### src/rtl/ptmc_pkg.sv
// Package for the port toggle and miscellaneous control block
// Summary of operation
// - Overflow swap selects which timer toggles lines
// - Line0 toggles only when its disable bit clear
// - Line1 toggle enable from serial control terms
// - Toggle-enabled line ignores CPU data writes
// - Drive-type bits: zero open-drain, one push-pull
// - Low nibble is direction; register reads ones
// - Port A/C directions reset input, read ones
// - Miscellaneous register decoded at fixed address
// - Falling pin edge sets second interrupt flag
// - Set mask blocks second interrupt request
// - Aux overflow sets flag; unmasked flag resets
// - Writing inverse of flag bit presets auxiliary counter
// - Set reset mask blocks reset pull-down
// - First preset bit loads prescaler, reads zero
// - Second preset bit loads prescaler, reads zero
// - Prescaler swap selects timer clock sources
// - Second interrupt flag never auto-cleared
// - Data read: pin when input, latch when output
package ptmc_pkg;
  localparam int          ADDR_W       = 4;
  localparam logic [3:0]  OFS_PORTA    = 4'h0;
  localparam logic [3:0]  OFS_PORTB    = 4'h1;
  localparam logic [3:0]  OFS_PORTC    = 4'h2;
  localparam logic [3:0]  OFS_PORTA_DIR = 4'h4;
  localparam logic [3:0]  OFS_PORTB_DCR = 4'h5;
  localparam logic [3:0]  OFS_PORTC_DIR = 4'h6;
  localparam logic [3:0]  OFS_MISC     = 4'ha;
  localparam logic [3:0]  OFS_IRQ_STAT = 4'hc;
  localparam logic [3:0]  OFS_IRQ_MASK = 4'hd;
  // Miscellaneous register bit positions
  localparam int          MR_OVF_SWAP  = 0;
  localparam int          MR_PS_SWAP   = 1;
  localparam int          MR_PS2_PRE   = 2;
  localparam int          MR_PS1_PRE   = 3;
  localparam int          MR_AUX_MASK  = 4;
  localparam int          MR_AUX_FLAG  = 5;
  localparam int          MR_IRQ2_MASK = 6;
  localparam int          MR_IRQ2_FLAG = 7;
  localparam int          DCR_L0_TDIS  = 4;
  localparam logic [7:0]  DCR_RESET    = 8'hf0;
  localparam logic [7:0]  MISC_RESET   = 8'h50;
  localparam logic [7:0]  READS_ONES   = 8'hff;
  localparam logic [31:0] UNMAPPED_RD  = 32'h0000_0000;
  // Interrupt status bits: 0 irq2 edge, 1 aux overflow
  localparam int          IRQ_W        = 2;

  typedef struct packed {
    logic serial_irq_flag;
    logic serial_transaction_enable;
    logic line1_toggle_enable_bit;
    logic clock_arbitration_state;
  } ptmc_serial_s;

  typedef struct packed {
    logic [7:0] porta_data;
    logic [7:0] porta_direction;
    logic [3:0] portb_data;
    logic [7:0] portb_data_control;
    logic [1:0] portc_data;
    logic [1:0] portc_direction;
    logic [7:0] misc;
    logic [IRQ_W-1:0] irq_status;
    logic [IRQ_W-1:0] irq_mask;
    logic [1:0] irq2_sync;
    logic       irq2_prev;
    logic [31:0] readdata;
    logic       rd_done;
  } ptmc_state_s;
endpackage : ptmc_pkg

### src/rtl/ptmc_top.sv
// Port toggle routing, port control and miscellaneous register
`timescale 1ns/10ps
`default_nettype none
module ptmc_top (
  input  wire logic                      clk,
  input  wire logic                      rst_n,
  input  wire logic [ptmc_pkg::ADDR_W-1:0] avs_address,
  input  wire logic                      avs_read,
  input  wire logic                      avs_write,
  input  wire logic [31:0]               avs_writedata,
  input  wire logic [3:0]                avs_byteenable,
  output logic      [31:0]               avs_readdata,
  output logic                           avs_waitrequest,
  input  wire logic                      timer_a_overflow,
  input  wire logic                      timer_b_overflow,
  input  wire logic                      prescaler1_out,
  input  wire logic                      prescaler2_out,
  input  wire logic                      aux_counter_overflow,
  input  wire ptmc_pkg::ptmc_serial_s    serial,
  input  wire logic                      second_ext_irq_pin,
  input  wire logic [7:0]                porta_pin_in,
  input  wire logic [3:0]                portb_pin_in,
  input  wire logic [1:0]                portc_pin_in,
  output logic      [7:0]                porta_out,
  output logic      [7:0]                porta_oe,
  output logic      [3:0]                portb_out,
  output logic      [3:0]                portb_oe,
  output logic      [1:0]                portc_out,
  output logic      [1:0]                portc_oe,
  output logic                           timer_a_clk_sel,
  output logic                           timer_b_clk_sel,
  output logic                           first_prescaler_preset,
  output logic                           second_prescaler_preset,
  output logic                           aux_counter_preset,
  output logic                           reset_pin_pulldown,
  output logic                           ext_irq_two_request,
  output logic                           irq
);
  import ptmc_pkg::*;

  ptmc_state_s s;
  ptmc_state_s next_s;
  logic [7:0]  pa_sync1, pa_sync2;
  logic [3:0]  pb_sync1, pb_sync2;
  logic [1:0]  pc_sync1, pc_sync2;

  // Pin inputs pass two flops before any logic looks at them
  always_ff @(posedge clk) begin
    pa_sync1 <= porta_pin_in;
    pa_sync2 <= pa_sync1;
    pb_sync1 <= portb_pin_in;
    pb_sync2 <= pb_sync1;
    pc_sync1 <= portc_pin_in;
    pc_sync2 <= pc_sync1;
  end

  logic       wr;
  logic       rd;
  logic [7:0] wd;
  logic       line0_pulse;
  logic       line1_pulse;
  logic       line0_ten;
  logic       line1_ten;
  logic [7:0] pa_rd;
  logic [3:0] pb_rd;
  logic [1:0] pc_rd;
  logic       irq2_fall;
  logic       aux_wr_preset;

  assign wr = avs_write & avs_byteenable[0];
  assign rd = avs_read;
  assign wd = avs_writedata[7:0];

  // Single-cycle waitrequest on reads lets readdata come from a flop
  assign avs_waitrequest = avs_read & ~s.rd_done;
  assign avs_readdata    = s.readdata;

  always_comb begin
    line0_pulse = s.misc[MR_OVF_SWAP] ? timer_a_overflow : timer_b_overflow;
    line1_pulse = s.misc[MR_OVF_SWAP] ? timer_b_overflow : timer_a_overflow;
    line0_ten   = ~s.portb_data_control[DCR_L0_TDIS];
    line1_ten   = ((serial.serial_irq_flag & serial.serial_transaction_enable
                    & (s.portb_data[0] | s.portb_data_control[0]))
                   | (serial.line1_toggle_enable_bit & serial.serial_transaction_enable))
                  & serial.clock_arbitration_state;
    pa_rd = (s.porta_direction & s.porta_data) | (~s.porta_direction & pa_sync2);
    pb_rd = (s.portb_data_control[3:0] & s.portb_data) | (~s.portb_data_control[3:0] & pb_sync2);
    pc_rd = (s.portc_direction & s.portc_data) | (~s.portc_direction & pc_sync2);
    irq2_fall = s.irq2_prev & ~s.irq2_sync[1];
    aux_wr_preset = 1'b0;
    if (wr && avs_address == OFS_MISC) begin
      aux_wr_preset = s.misc[MR_AUX_FLAG] ? ~wd[MR_AUX_FLAG] : wd[MR_AUX_FLAG];
    end
  end

  always_comb begin
    next_s = s;
    next_s.irq2_sync = {s.irq2_sync[0], second_ext_irq_pin};
    next_s.irq2_prev = s.irq2_sync[1];
    next_s.rd_done   = avs_read & ~s.rd_done;
    if (wr) begin
      if (avs_address == OFS_PORTA) begin
        next_s.porta_data = wd;
      end else if (avs_address == OFS_PORTB) begin
        next_s.portb_data[3:2] = wd[3:2];
        if (!line1_ten) begin
          next_s.portb_data[1] = wd[1];
        end
        if (!line0_ten) begin
          next_s.portb_data[0] = wd[0];
        end
      end else if (avs_address == OFS_PORTC) begin
        next_s.portc_data = wd[1:0];
      end else if (avs_address == OFS_PORTA_DIR) begin
        next_s.porta_direction = wd;
      end else if (avs_address == OFS_PORTB_DCR) begin
        next_s.portb_data_control = wd;
      end else if (avs_address == OFS_PORTC_DIR) begin
        next_s.portc_direction = wd[1:0];
      end else if (avs_address == OFS_MISC) begin
        next_s.misc[MR_OVF_SWAP]  = wd[MR_OVF_SWAP];
        next_s.misc[MR_PS_SWAP]   = wd[MR_PS_SWAP];
        next_s.misc[MR_AUX_MASK]  = wd[MR_AUX_MASK];
        next_s.misc[MR_IRQ2_MASK] = wd[MR_IRQ2_MASK];
        if (s.misc[MR_AUX_FLAG] && !wd[MR_AUX_FLAG]) begin
          next_s.misc[MR_AUX_FLAG] = 1'b0;
        end
        if (!wd[MR_IRQ2_FLAG]) begin
          next_s.misc[MR_IRQ2_FLAG] = 1'b0;
        end
      end else if (avs_address == OFS_IRQ_STAT) begin
        next_s.irq_status = s.irq_status & ~wd[IRQ_W-1:0];
      end else if (avs_address == OFS_IRQ_MASK) begin
        next_s.irq_mask = wd[IRQ_W-1:0];
      end
    end
    // Toggles placed after writes so a same-cycle pulse wins
    if (line0_pulse && line0_ten) begin
      next_s.portb_data[0] = ~s.portb_data[0];
    end
    if (line1_pulse && line1_ten) begin
      next_s.portb_data[1] = ~s.portb_data[1];
    end
    // Hardware sets come last: set beats clear
    if (irq2_fall) begin
      next_s.misc[MR_IRQ2_FLAG] = 1'b1;
      next_s.irq_status[0] = 1'b1;
    end
    if (aux_counter_overflow) begin
      next_s.misc[MR_AUX_FLAG] = 1'b1;
      next_s.irq_status[1] = 1'b1;
    end
    next_s.misc[MR_PS1_PRE] = 1'b0;
    next_s.misc[MR_PS2_PRE] = 1'b0;
    next_s.readdata = UNMAPPED_RD;
    if (rd && !s.rd_done) begin
      if (avs_address == OFS_PORTA) begin
        next_s.readdata = {24'h00_0000, pa_rd};
      end else if (avs_address == OFS_PORTB) begin
        next_s.readdata = {28'h000_0000, pb_rd};
      end else if (avs_address == OFS_PORTC) begin
        next_s.readdata = {30'h0000_0000, pc_rd};
      end else if (avs_address == OFS_PORTA_DIR || avs_address == OFS_PORTB_DCR
                   || avs_address == OFS_PORTC_DIR) begin
        next_s.readdata = {24'h00_0000, READS_ONES};
      end else if (avs_address == OFS_MISC) begin
        next_s.readdata = {24'h00_0000, s.misc};
      end else if (avs_address == OFS_IRQ_STAT) begin
        next_s.readdata = {30'h0000_0000, s.irq_status};
      end else if (avs_address == OFS_IRQ_MASK) begin
        next_s.readdata = {30'h0000_0000, s.irq_mask};
      end
    end
  end

  always_ff @(posedge clk) begin
    if (!rst_n) begin
      s                    <= '0;
      s.portb_data_control <= DCR_RESET;
      s.misc               <= MISC_RESET;
      s.irq2_sync          <= 2'b11;
      s.irq2_prev          <= 1'b1;
    end else begin
      s <= next_s;
    end
  end

  // Prescaler preset strobes are one-cycle pulses from the write itself
  always_comb begin
    first_prescaler_preset  = wr && avs_address == OFS_MISC && wd[MR_PS1_PRE];
    second_prescaler_preset = wr && avs_address == OFS_MISC && wd[MR_PS2_PRE];
    aux_counter_preset      = aux_wr_preset;
  end

  assign timer_a_clk_sel     = s.misc[MR_PS_SWAP] ? prescaler2_out : prescaler1_out;
  assign timer_b_clk_sel     = s.misc[MR_PS_SWAP] ? prescaler1_out : prescaler2_out;
  assign reset_pin_pulldown  = s.misc[MR_AUX_FLAG] & ~s.misc[MR_AUX_MASK];
  assign ext_irq_two_request = s.misc[MR_IRQ2_FLAG] & ~s.misc[MR_IRQ2_MASK];
  assign irq                 = |(s.irq_status & s.irq_mask);

  assign porta_out = s.porta_data;
  assign porta_oe  = s.porta_direction;
  assign portb_out = s.portb_data;
  assign portc_out = s.portc_data;
  assign portc_oe  = s.portc_direction;
  // Open-drain lines drive only while the latch is low
  always_comb begin
    portb_oe[0] = s.portb_data_control[0];
    for (int i = 1; i < 4; i++) begin
      portb_oe[i] = s.portb_data_control[i]
                    & (s.portb_data_control[4+i] | ~s.portb_data[i]);
    end
  end
endmodule : ptmc_top
`default_nettype wire
### config.mk
export PLATFORM = sky130hd
export DESIGN_NAME = ptmc_top
export DESIGN_NICKNAME = d
export VERILOG_FILES = /design/src/rtl/ptmc_pkg.sv /design/src/rtl/ptmc_top.sv
export SDC_FILE = /design/constraint.sdc
export NUM_CORES = 1
export LEC_CHECK = 0
export BUFFER_PORTS_ARGS = -buffer_cell sky130_fd_sc_hd__buf_4
export CAP_MARGIN = 20
export CORE_UTILIZATION = 49
export DETAILED_ROUTE_END_ITERATION = 16
export GPL_TIMING_DRIVEN = 0
export MAX_ROUTING_LAYER = met4
export PLACE_DENSITY = 0.8
export SETUP_SLACK_MARGIN = 0.2
export SYNTH_ARGS = -nofsm -noshare
export SYNTH_HDL_FRONTEND = slang
export SYNTH_SLANG_ARGS = --single-unit
### constraint.sdc
create_clock -name clk -period 1.9 [get_ports clk]
set_input_delay 0.38 -clock clk [delete_from_list [all_inputs] [get_ports clk]]
set_output_delay 0.38 -clock clk [all_outputs]
set_load 0.02 [all_outputs]
# Word-level counts from Yosys, hierarchy flattened
# Cells that the tools add are included.
# totals
register_bits	108
in_bits	68
out_inout_bits	69
elab_cells	193
# classes
eq_ne	26
n_mux	48
n_bitwise	52
reduce_logical	41
# ops
operator	count
two-way mux 8 bit	8
two-way mux 4 bit	10
two-way mux 18 bit	2
AND reduction 9 bit	4
!= test 2 bit, second input constant	14
nonzero test 2 bit	12
NOT 1 bit	20
two-way mux 6 bit	3
AND 8 bit	2
two-way mux 1 bit	16
two-way mux 16 bit	1
two-way mux 2 bit	8
AND 1 bit	12
equality test 4 x 3 -> 1 bit, second input constant	3
equality test 4 bit, second input constant	3
AND reduction 4 bit	3
AND reduction 10 bit	1
AND 2 bit	4
AND 4 bit	2
!= test 2 x 1 -> 1 bit, second input constant	4
NOT 8 bit	1
OR 8 bit	1
AND reduction 8 bit	1
OR reduction 8 bit	1
other kinds (17)	31

# Longest topological paths before layout
# depth
ltp_word	12
depth_mapped	6
ltp_nobuf	4

# Worst setup path after synthesis
# Ideal clock, no wire load.
# synth_timing
path_kind	input to output
startpoint	in avs_address[2] (netlist name)
endpoint	out first_prescaler_preset
arrival_ps	1399
required_ps	1520
path_slack_ps	121
stages	5
n_path_buf	2
path_cell_list	buf_2 and4bb_1 and3_1 buf_2 and2_1
# synth_via
elab_chain_len	3
# synth_lines
element	line	text
start, declared	ptmc_top.sv:7	input wire logic [ptmc_pkg::ADDR_W-1:0] avs_address,
equality test 4 bit	ptmc_top.sv:190	first_prescaler_preset = wr && avs_address == OFS_MISC && wd[MR_PS1_PRE];
logical AND 1 bit (2 in series)	ptmc_top.sv:190	
end, declared	ptmc_top.sv:32	output logic first_prescaler_preset,
# Every way passes these cells.

# Worst setup path in the final report
# layout_timing
startpoint	in avs_address[2] (netlist name)
endpoint	out second_prescaler_preset
# layout_via
elab_chain_len	3
# layout_lines
element	line	text
equality test 4 bit	ptmc_top.sv:191	second_prescaler_preset = wr && avs_address == OFS_MISC && wd[MR_PS2_PRE];
logical AND 1 bit (2 in series)	ptmc_top.sv:191	
end, declared	ptmc_top.sv:33	output logic second_prescaler_preset,
# Every way passes these cells.

==> flow_summary_export.csv <==
group,metric,value,unit
sta,final.min_clock_period,1.81,ns
sta,slew_headroom,63.8,%
setup_path,startpoint_type,"primary input",
layout,drive_gt1_share,40.0,%
layout,final_common_cell,"buf_4",
floorplan,rows,30,
power_and_ir_drop,power,3.36,mW
route,vias_per_cell,4.84,
route,drcViolationCount,0,
floorplan,fp.dieH,87.1,um
synthesis,async_flop_share,0,%
global_route,grt_pass1_wl,12.3,mm
job,max_cap_viol_count,0,
synthesis,syn_avg_cell_area,9.84,um2
route,drt-total-wl,8.06,mm
setup_path,r2r-start,"portb_out[0]",
layout,area_growth,31.8,%
global_route,antenna_found_initial,0,
sta,rsz0062_at_grt,"yes",
route,vias,2834,
route,first_pass_iters,5,
sta,clock-skew-final,0.00911,ns
setup_path,critical_path_class,"primary input to output port",
run_status,status,"finished clean",
sta,hold_viol,0,
layout,final_core_util,67.8,%
floorplan,die_x,87.1,um
synthesis,yosys_warnings,0,
sta,clock.fmax,0.552,GHz
synthesis,synthFlopType,"dfxtp_1",
setup_path,required,1.52,ns
synthesis,synth_edf_count,0,
clock_tree,cts_max_path_buffers,2,
sta,worst_slew_pin_slew,0.538,ns
hold_path,hold_class,"primary input to flop",
setup_path,reg2reg_depth,4,
placement,dp_hpwl,5.75,mm
sta,fin_ws,0.0879,ns
floorplan,dieArea,0.00759,mm2
global_route,grt-ovfl-total,0,
global_route,grt_max_degree,15,
hold_path,worstHoldStart,"portb_pin_in[2]",
clock_tree,cts_made_buffers,9,
route,wire_per_inst,13.7,um
clock_tree,tritoncts,"done",
clock_tree,cts-root-buf,"clkbuf_8",
setup_path,path_max_fanout,3,
sta,setup-tns-final,0,ns
setup_path,worstPathCellList,"buf_8, buf_6, and4bb_4, and3_4, buf_6, and2_4, buf_6",
synthesis,synth-seq-cells,82,
placement,io_buffer_count,82,
synthesis,seq_area_frac_synth,46.2,%
sta,finalMaxSlewViolations,0,
clock_tree,clk_pin_slew,0.08,ns
sta,period_share,95.4,%
floorplan,start_util,51.4,%
sta,setup_viol,0,
hold_path,hold_depth,1,
global_route,grt.total_usage,22.3,%
setup_path,critical_path_arrival,1.43,ns
placement,place.gp.congestion,0.978,
route,drtIter0Drc,128,
route,antenna_left,0,
floorplan,coreArea,0.00691,mm2
synthesis,synthDistinctLibCells,43,
sta,hold_ws,0.124,ns
layout,design_area,0.00468,mm2
layout,nets,554,
layout,diodes,0,
setup_path,rrSetupSlack,0.37,ns
setup_path,max_stage_delay,0.32,ns
floorplan,ioPinCount,137,
setup_path,reg2reg_to,"avs_readdata[0]",
setup_path,cp-end-kind,"output port",
synthesis,postSynthCellCount,361,
placement,dp_slack,-0.122,ns
setup_path,cp_common_cell,"buf_6",
placement,dp_cells,562,
layout,stdcell_count,586,
power_and_ir_drop,leakage,2.15,nW
setup_path,critPathSlowestCell,"and4bb_4",
hold_path,holdPathEnd,"pb_sync1[2]",
global_route,grt_pass1_vias,2548,
clock_tree,cts.sinks,82,
clock_tree,cts_hold_buffers,0,
clock_tree,clk_latency,0.35,ns
power_and_ir_drop,p_per_area,717,mW/mm2
placement,placed_area,0.00439,mm2
layout,layout_common_cells,"buf_4 (145), dfxtp_1 (81), nand2_1 (36)",
clock_tree,h-tree-depth,3,
power_and_ir_drop,ir_drop,0.532,mV
synthesis,syn_area,0.00355,mm2
-- sequential cells by signal, summed over array words and instances, names as in the netlist --
name and flops:
avs_readdata 8, next_s 2, pa_sync1 8, pa_sync2 8
pb_sync1 4, pb_sync2 4, pc_sync1 2, pc_sync2 2
porta_oe 8, porta_out 8, portb_oe 1, portb_out 4
portc_oe 2, portc_out 2, s 19
-- cells by family after synthesis --
family | count (synthesis) | share of synthesized area [%]
and+or+nand+nor | 95 | 14.6
DFF | 82 | 46.2
buffers and inverters | 80 | 15.1
AOI/OAI and AO/OA | 60 | 11.5
muxes | 41 | 11.9
adders and majority gates | 1 | 0.352
other | 1 | 0.106
xor gates and xnor gates | 1 | 0.247
-- synth_stat cells (2+ instances only) --
cell type	count	area (um2)
dfxtp_1	82	1640
buf_4	58	435
nand2_1	36	135
mux2i_1	31	310
nor2b_1	25	156
o21ai_0	14	70.1
mux2_2	10	113
a21boi_0	9	67.6
a21boi_1	8	60.1
buf_2	8	40.0
inv_1	7	26.3
nor2_1	7	26.3
a21oi_1	6	30.0
clkbuf_1	6	22.5
nand2b_1	6	37.5
a31oi_1	5	31.3
a221oi_1	4	35.0
nand3_1	4	20.0
o211ai_1	4	30.0
nor3_1	3	15.0
o21a_1	3	22.5
a22o_1	2	17.5
and2_1	2	12.5
and3_1	2	12.5
-- layout make-up --
cell class | instances | area [um2]
Multi-Input combinational cell | 222 | 1490
Clock buffer | 11 | 151
Inverter | 7 | 26.3
Timing Repair Buffer | 90 | 691
Tap cell | 96 | 120
Sequential cell | 82 | 1640
Buffer | 73 | 522
Fill cell | 563 | 2230
Clock inverter | 5 | 38.8
-- worst max-delay path by stage --
stage	slack, ns	endpoint	startpoint	depth (start not counted)
2_1_floorplan	0.20	first_prescaler_preset	avs_address[2]	5
3_3_place_gp	-0.11	first_prescaler_preset	avs_address[2]	7
3_5_place_dp	-0.12	first_prescaler_preset	avs_address[2]	7
4_1_cts	0.12	first_prescaler_preset	avs_address[2]	7
5_1_grt	0.07	second_prescaler_preset	avs_address[2]	7
6_report	0.09	second_prescaler_preset	avs_address[2]	7
-- critical path: cells and delay by family --
kind                   cells  cell delay [ns]
buffers and inverters      4             0.41
and+or+nand+nor            3             0.64
-- routing by layer --
layer  routed length (um)  vias up  part of all wire [%]  GRT usage, %
li1                     -     1390                     -             -
met1                 3490     1300                    43          26.5
met2                 3850      131                    48          36.6
met3                  577       13                   7.2          5.97
met4                  139        0                   1.7          8.05
met5                    0        -                     0             -
-- power by group --
group	switching, mW	internal (mW)
Clock	0.621	0.550
Combinational	0.202	0.191
Sequential	0.0218	1.77
-- timing repair --
action / CTS / global route
setup endpoints to repair: 3 / 15
pin swaps: 2 / 1
buffers inserted: 5 / 3
gates resized for setup: 7 / 3
No activity file was read; power rests on OpenSTA's default activity.
